<file path="src/ssd_consts.vh">
// constants for the serial-in latched sink driver block
// What this block does
// [RULE_01] each serial clock rising edge loads the data input into stage zero
// [RULE_02] later serial clock edges move every stage one place toward the cascade output
// [RULE_03] a latch pulse rising edge copies all stages into the output latches together
// [RULE_04] output gate high turns every sink line off regardless of latches
// [RULE_05] output gate never alters the stored latch contents
// [RULE_06] output gate low lets each sink line follow its own latch
// [RULE_07] stage clear low forces all shift stages to zero
// [RULE_08] cascade output is driven from the final shift stage
// [RULE_09] eight shift stages, eight latches and eight sink lines, one latch each
// [RULE_10] stage clear acts at once on stages only, latches untouched; here it waits two sync flops and also flushes the fifo
// [RULE_11] host shifts eight bits per device then gives one latch pulse
`ifndef SSD_CONSTS_VH
`define SSD_CONSTS_VH
`define SSD_WIDTH 8
`define SSD_STAGE_RESET 8'h00
`define SSD_LATCH_RESET 8'h00
`define SSD_FIFO_DEPTH 8
`define SSD_SYNC_STAGES 2
`endif

</file>
<file path="src/ssd_sync.v">
// two flip-flop synchroniser for one pin level
`timescale 1ns/100ps
module ssd_sync (
    sys_clk,   // block clock
    reset_n,   // async reset, active low
    pin_in,    // asynchronous pin level
    sync_out   // level in sys_clk domain
);
    parameter RESET_VAL = 1'b0;
    input wire sys_clk;
    input wire reset_n;
    input wire pin_in;
    output reg sync_out;
    reg meta_r;

    // first flop feeds only the second
    always @(posedge sys_clk or negedge reset_n) begin
        if (!reset_n) begin
            meta_r <= RESET_VAL;
            sync_out <= RESET_VAL;
        end else begin
            meta_r <= pin_in;
            sync_out <= meta_r;
        end
    end
endmodule

</file>
<file path="src/ssd_fifo.v">
// small synchronous fifo with valid/ready on both sides
`timescale 1ns/100ps
module ssd_fifo (
    sys_clk,   // block clock
    reset_n,   // async reset, active low
    flush,     // drop all contents
    in_data,   // write data
    in_valid,  // write request
    in_ready,  // room available
    out_data,  // head word
    out_valid, // head word present
    out_ready  // reader takes head
);
    parameter WIDTH = 8;
    parameter DEPTH = 8;
    parameter AW = 3;
    input wire sys_clk;
    input wire reset_n;
    input wire flush;
    input wire [WIDTH-1:0] in_data;
    input wire in_valid;
    output wire in_ready;
    output wire [WIDTH-1:0] out_data;
    output wire out_valid;
    input wire out_ready;

    reg [WIDTH-1:0] mem [0:DEPTH-1];
    reg [AW-1:0] wr_ptr_r;
    reg [AW-1:0] rd_ptr_r;
    reg [AW:0] count_r;
    wire do_wr;
    wire do_rd;

    assign in_ready = (count_r != DEPTH[AW:0]);
    assign out_valid = (count_r != {(AW+1){1'b0}});
    assign out_data = mem[rd_ptr_r];
    assign do_wr = in_valid && in_ready;
    assign do_rd = out_valid && out_ready;

    // storage array, no reset needed
    always @(posedge sys_clk) begin
        if (do_wr) begin
            mem[wr_ptr_r] <= in_data;
        end
    end

    // pointers and fill count; depth assumed a power of two
    always @(posedge sys_clk or negedge reset_n) begin
        if (!reset_n) begin
            wr_ptr_r <= {AW{1'b0}};
            rd_ptr_r <= {AW{1'b0}};
            count_r <= {(AW+1){1'b0}};
        end else if (flush) begin
            wr_ptr_r <= {AW{1'b0}};
            rd_ptr_r <= {AW{1'b0}};
            count_r <= {(AW+1){1'b0}};
        end else begin
            if (do_wr) begin
                wr_ptr_r <= wr_ptr_r + 1'b1;
            end
            if (do_rd) begin
                rd_ptr_r <= rd_ptr_r + 1'b1;
            end
            if (do_wr && !do_rd) begin
                count_r <= count_r + 1'b1;
            end else if (do_rd && !do_wr) begin
                count_r <= count_r - 1'b1;
            end
        end
    end
endmodule

</file>
<file path="src/ssd_driver.v">
// serial-in latched sink driver: shift stages, latches, gating, cascade
`timescale 1ns/100ps
`include "ssd_consts.vh"
module ssd_driver (
    sys_clk,          // 200 MHz block clock
    reset_n,          // async reset, active low
    ser_clk,          // serial clock pin
    ser_data,         // serial data pin
    latch_pulse,      // latch pulse pin, rising edge acts
    out_gate_n,       // output gate pin, active low
    stage_clr_n,      // stage clear pin, active low
    sink_lines,       // sink drive, 1 = sink on
    cascade_out,      // serial output to next device
    bits_ready,       // fifo holds a bit not yet shifted
    bit_overflow      // a sampled bit found the fifo full
);
    parameter WIDTH = `SSD_WIDTH;
    parameter DEPTH = `SSD_FIFO_DEPTH;
    input wire sys_clk;
    input wire reset_n;
    input wire ser_clk;
    input wire ser_data;
    input wire latch_pulse;
    input wire out_gate_n;
    input wire stage_clr_n;
    output reg [WIDTH-1:0] sink_lines;
    output reg cascade_out;
    output reg bits_ready;
    output reg bit_overflow;

    wire clk_s;
    wire data_s;
    wire latch_s;
    wire gate_n_s;
    wire clr_n_s;
    reg clk_d_r;
    reg latch_d_r;
    reg [WIDTH-1:0] stage_r;
    reg [WIDTH-1:0] latch_r;
    wire clk_rise;
    wire latch_rise;
    wire fifo_in_ready;
    wire fifo_out_valid;
    wire fifo_bit;
    wire stage_take;

    // pin conditioning; serial clock and data pass through equal delay
    ssd_sync #(.RESET_VAL(1'b0)) u_sync_clk (
        .sys_clk(sys_clk), .reset_n(reset_n), .pin_in(ser_clk), .sync_out(clk_s));
    ssd_sync #(.RESET_VAL(1'b0)) u_sync_data (
        .sys_clk(sys_clk), .reset_n(reset_n), .pin_in(ser_data), .sync_out(data_s));
    ssd_sync #(.RESET_VAL(1'b0)) u_sync_latch (
        .sys_clk(sys_clk), .reset_n(reset_n), .pin_in(latch_pulse), .sync_out(latch_s));
    ssd_sync #(.RESET_VAL(1'b1)) u_sync_gate (
        .sys_clk(sys_clk), .reset_n(reset_n), .pin_in(out_gate_n), .sync_out(gate_n_s));
    ssd_sync #(.RESET_VAL(1'b1)) u_sync_clr (
        .sys_clk(sys_clk), .reset_n(reset_n), .pin_in(stage_clr_n), .sync_out(clr_n_s));

    // edge memory on synchronised levels only
    always @(posedge sys_clk or negedge reset_n) begin
        if (!reset_n) begin
            clk_d_r <= 1'b0;
            latch_d_r <= 1'b0;
        end else begin
            clk_d_r <= clk_s;
            latch_d_r <= latch_s;
        end
    end

    assign clk_rise = clk_s && !clk_d_r;
    assign latch_rise = latch_s && !latch_d_r;

    // sampled bits queue here; a clear drops queued bits too
    ssd_fifo #(.WIDTH(1), .DEPTH(DEPTH), .AW(3)) u_fifo (
        .sys_clk(sys_clk),
        .reset_n(reset_n),
        .flush(!clr_n_s),
        .in_data(data_s),
        .in_valid(clk_rise),
        .in_ready(fifo_in_ready),
        .out_data(fifo_bit),
        .out_valid(fifo_out_valid),
        .out_ready(stage_take)
    );

    // stages take one bit per cycle; stall while a latch copy is due so it sees the host's order
    assign stage_take = fifo_out_valid && clr_n_s && !latch_rise;

    // shift chain toward the cascade end
    always @(posedge sys_clk or negedge reset_n) begin
        if (!reset_n) begin
            stage_r <= `SSD_STAGE_RESET;
        end else if (!clr_n_s) begin
            stage_r <= `SSD_STAGE_RESET; // [RULE_07] [RULE_10]
        end else if (stage_take) begin
            stage_r <= {stage_r[WIDTH-2:0], fifo_bit}; // [RULE_01] [RULE_02] [RULE_09]
        end
    end

    // latches load only on the latch edge; gate and clear never touch them
    always @(posedge sys_clk or negedge reset_n) begin
        if (!reset_n) begin
            latch_r <= `SSD_LATCH_RESET;
        end else if (latch_rise) begin
            latch_r <= stage_r; // [RULE_03] [RULE_05] [RULE_10]
        end
    end

    // registered outputs
    always @(posedge sys_clk or negedge reset_n) begin
        if (!reset_n) begin
            sink_lines <= {WIDTH{1'b0}};
            cascade_out <= 1'b0;
            bits_ready <= 1'b0;
            bit_overflow <= 1'b0;
        end else begin
            sink_lines <= gate_n_s ? {WIDTH{1'b0}} : latch_r; // [RULE_04] [RULE_06]
            cascade_out <= stage_r[WIDTH-1]; // [RULE_08]
            bits_ready <= fifo_out_valid;
            bit_overflow <= clk_rise && !fifo_in_ready;
        end
    end
endmodule

</file>
<file path="config.mk">
export PLATFORM = sky130hd
export DESIGN_NAME = ssd_driver
export DESIGN_NICKNAME = d
export VERILOG_FILES = /design/src/ssd_sync.v /design/src/ssd_fifo.v /design/src/ssd_driver.v
export VERILOG_INCLUDE_DIRS = /design/src
export SDC_FILE = /design/constraint.sdc
export NUM_CORES = 1
export LEC_CHECK = 0
export ABC_AREA = 1
export BUFFER_PORTS_ARGS = -buffer_cell sky130_fd_sc_hd__buf_2
export CELL_PAD_IN_SITES_DETAIL_PLACEMENT = 1
export CELL_PAD_IN_SITES_GLOBAL_PLACEMENT = 2
export CORE_UTILIZATION = 37
export CTS_BUF_LIST = sky130_fd_sc_hd__clkbuf_4 sky130_fd_sc_hd__clkbuf_8
export CTS_CLUSTER_SIZE = 28
export DETAILED_ROUTE_END_ITERATION = 10
export PLACE_DENSITY_LB_ADDON = 0.2
export SLEW_MARGIN = 40
export SYNTH_ARGS = -nofsm -noshare
export SYNTH_HDL_FRONTEND = slang
export SYNTH_SLANG_ARGS = --single-unit
</file>
<file path="constraint.sdc">
create_clock -name sys_clk -period 1.85 [get_ports sys_clk]
set_clock_uncertainty 0.2 [all_clocks]
set_input_delay 0.0925 -clock sys_clk [delete_from_list [all_inputs] [get_ports sys_clk]]
set_output_delay 0.0925 -clock sys_clk [all_outputs]
set_load 0.05 [all_outputs]
</file>
==> metrics.md <==
| Metric | Value |
|---|---|
| Outcome | complete, but fails checks |
| Failing checks | negative setup slack |
| Slowest CP cell | dfrtp_1 |
| Commonest non-fill, non-tap cell in the layout | dfrtp_1 |
| Int Pwr | 2640 uW |
| Cell Chain, Critical Path | nor2_4 -> nand2_4 -> nand3_4 -> nand2_4 -> ha_4 -> nand3_4 -> nand4_1 -> nand2_2 -> nand2_1 -> nand3_2 -> nand2_1 -> inv_1 |
| Achievable Freq | 504 MHz |
| Vias per inst | 4.56 |
| Sum of negative setup slack | -0.167 ns |
| Combinational family with the most area after synthesis | simple AND/OR/NAND/NOR gates |
| Sequential share of the synthesized area | 0.639 |
| Gpl congestion | 0.734 |
| Power, Total | 4000 uW |
| Worst slew pin tran | 0.495 ns |
| Clock transition at path regs | 0.07 ns |
| Area growth syn-to-layout | 30.0% |
| Filler Cell Count | 672 |
| IO Port Bufs | 17 |
| Worst r2r path cells | 12 |
| Vias in the first global route | 1,747 |
| Die area | 6540 sq um |
| Final wirelength | 4560 um |
| Net Count, Synth | 226 |
| Mean Syn Cell Area | 10.8 sq um |
| Final Hold Fails | 0 |
| Complex-gate fraction of the synthesized area | 0.0865 |
| Comb power frac | 0.350 |
| Grt total ovfl | 0 |
| Row cnt | 28 |
| Cell Area, Synth | 2300 sq um |
| Core ar. | 5960 sq um |
| Wirelength per Cell | 13.0 um |
| WS Path Type | flip-flop to flip-flop |
| Clock power share | 0.268 |
| Post-layout net count | 282 |
| Critical Path Source Type | flip-flop |
| Worst R2R Setup Slack | -0.13 ns |
| Mux contribution to synthesized area | 0 |
| R2R Path Start | u_fifo.count_r[1] |
| Period utilisation layout | 1.07 |
| Critical path origin | u_fifo.count_r[1] |
| DP Area | 2620 sq um |
| Final min period | 1.98 ns |
| DRT iter0 DRCs | 20 |
| Sw Ratio | 0.340 |
| Layout cells sized above 1 | 0.349 |
| Peak supply drop | 0.606 mV |
| Yosys warning count | 0 |
| First-pass GRT wire length | 7870 um |
| Slowest cell delay on critical path | 0.40 ns |
| Worst setup margin | -0.134 ns |
| Maximum capacitance violations | 0 |
| Post-Synth XOR/XNOR Area | 0.00381 |
| Post-DRT Antenna Nets | 0 |
| Initial antenna violation count | 0 |
| Net Switching | 1360 uW |
| Clock Root Buffer | clkbuf_8 |
| Final Cell Area | 2990 sq um |
| Vias | 1,597 |
| Diodes inserted | 0 |
| Buffers and inverters on the worst path | 1 |
| Gr usage total | 0.167 |
| Largest net degree at the start of global routing | 31 |
| Sink Count | 57 |
| PD cells | 1340 nW/um^2 |
| Final setup violation count | 2 |
| RSZ-0062 raised after global routing | yes |
| Top delay family on crit path | simple AND/OR/NAND/NOR gates |
| Die X | 80.9 um |
| CTS Buf Count | 9 |
| Drt drc | 0 |
| Most frequent cells in the layout | 44 x dfrtp_1, 31 x inv_1, 29 x nor2_1, 25 x nand2_1, 25 x buf_4 |
| TritonCTS clock tree | built |
| Critical Path RT | 1.87 ns |
| Crit path max fanout | 3 |
| Flop pwr share | 0.382 |
| Synth unique cells | 30 |
| Synth Area in Adders | 0.0305 |
| Die height | 80.9 um |
| Slew Limit Fails | 0 |
| Synth Register Bits | 57 |
| Synth Area in Simple Gates | 0.173 |
| Critical path depth | 12 |
| Placement Setup Slack | -0.107 ns |
| Worst skew pair latency | 0.33 ns |
| Worst Hold Class | input pin to async pin |
| Post-DP HPWL | 3170 um |
| H-tree depth | 3 |
| Drt pass-1 iters | 4 |
| Longest Clk Path Bufs | 2 |
| Worst endpoint data arrival time | 2.01 ns |
| IO Pins | 18 |
| Crit end category | flip-flop |
| Leakage | 0.00139 uW |
| Relative slew slack | 0.670 |
| Initial Utilization | 0.386 |
| Cells after Synth | 214 |
[timing repair]
action / CTS / global route
resized for setup: 7 / 10
hold endpoints to repair: 54 / 0
endpoints found under the setup margin: 2 / 3
hold buffers: 6 / 0
buffers inserted: 5 / 2
pin swaps: 8 / 9
[sequential cells by signal, indices dropped and copies added (netlist names), 3 cells and up]
signal / cells
latch_r: 8
sink_lines: 8
stage_r: 8
u_fifo.count_r: 4
u_fifo.mem: 8
u_fifo.rd_ptr_r: 3
u_fifo.wr_ptr_r: 3
[power groups by stage]
stage / Combinational [uW] / Sequential, uW / Clock, uW
finish: 1400 / 1530 / 1070
global route: 1550 / 1550 / 1180
detailed placement: 1140 / 1540 / 0
floorplan: 641 / 1600 / 0
CTS: 1290 / 1520 / 1120
global placement: 1100 / 1530 / 0
[per-layer routing]
metal  track usage  part of all wire  vias to the layer above  wire length (um)
met5             0                 0                        -                 0
met4        0.0696             0.018                        0                81
met3        0.0618             0.037                       10               171
met2         0.287              0.50                       22              2290
met1         0.186              0.44                      774              2020
li1              -                 -                      791                 -
[cell type report]
cell class / instances / area, sq um / share of cell area
clock buffer: 13 / 173 / 0.0577
clock inverter: 3 / 15.0 / 0.00502
inverter: 34 / 130 / 0.0435
multi-input combinational: 119 / 753 / 0.252
sequential: 57 / 1470 / 0.492
tap: 75 / 93.8 / 0.0314
timing repair buffer: 49 / 353 / 0.118
[metrics by stage]
| step | hold slack, ns | utilization | std cells |
|---|---|---|---|
| 4_1_cts | 0.0638 | 0.494 | 348 |
| 3_3_place_gp | -0.121 | 0.441 | 321 |
| 3_5_place_dp | -0.110 | 0.441 | 321 |
| 2_1_floorplan | -0.403 | - | 214 |
| 5_1_grt | 0.103 | 0.502 | 350 |
| 6_report | 0.0653 | 0.502 | 350 |
[final timing paths]
| check | to |
|---|---|
| setup / recovery | u_fifo.count_r[3] |
| setup reg to reg | u_fifo.count_r[3] |
| min in group sys_clk | u_sync_data.sync_out |
| hold reg to reg | u_sync_data.sync_out |
| hold / removal | bits_ready |
| max in group asynchronous | u_fifo.count_r[3] |
[cell families (layout without fill, tap and decap cells)]
group                      Yosys count  after routing
xor gates and xnor gates             1              1
DFF                                 57             57
adders and majority gates            5              5
and+or+nand+nor                     81             81
AOI/OAI and AO/OA                   32             32
buffers and inverters               38             99
[cell usage after synthesis]
cell type | number | share of area
nand2_1 | 29 | 0.047
nand2_2 | 5 | 0.014
dfrtp_1 | 45 | 0.49
inv_1 | 33 | 0.054
o21ai_2 | 2 | 0.0076
o211ai_1 | 2 | 0.0065
nand3_1 | 5 | 0.011
nor3_1 | 2 | 0.0044
edfxtp_1 | 8 | 0.10
inv_2 | 1 | 0.0016
nor2_1 | 30 | 0.049
a211oi_1 | 1 | 0.0033
fa_1 | 1 | 0.0087
o21ai_0 | 13 | 0.028
ha_1 | 4 | 0.022
o22ai_1 | 7 | 0.019
buf_6 | 1 | 0.0049
nand3_4 | 2 | 0.015
buf_4 | 1 | 0.0033
nand2_4 | 3 | 0.015
nor2_2 | 2 | 0.0054
nand4_1 | 1 | 0.0027
o21ai_1 | 4 | 0.0087
nor2_4 | 2 | 0.0098
a21oi_1 | 1 | 0.0022
a21oi_4 | 1 | 0.0071
clkbuf_1 | 2 | 0.0033
a21oi_2 | 1 | 0.0038
xor2_1 | 1 | 0.0038
dfstp_2 | 4 | 0.046
Power figures use the tool's default switching activity.
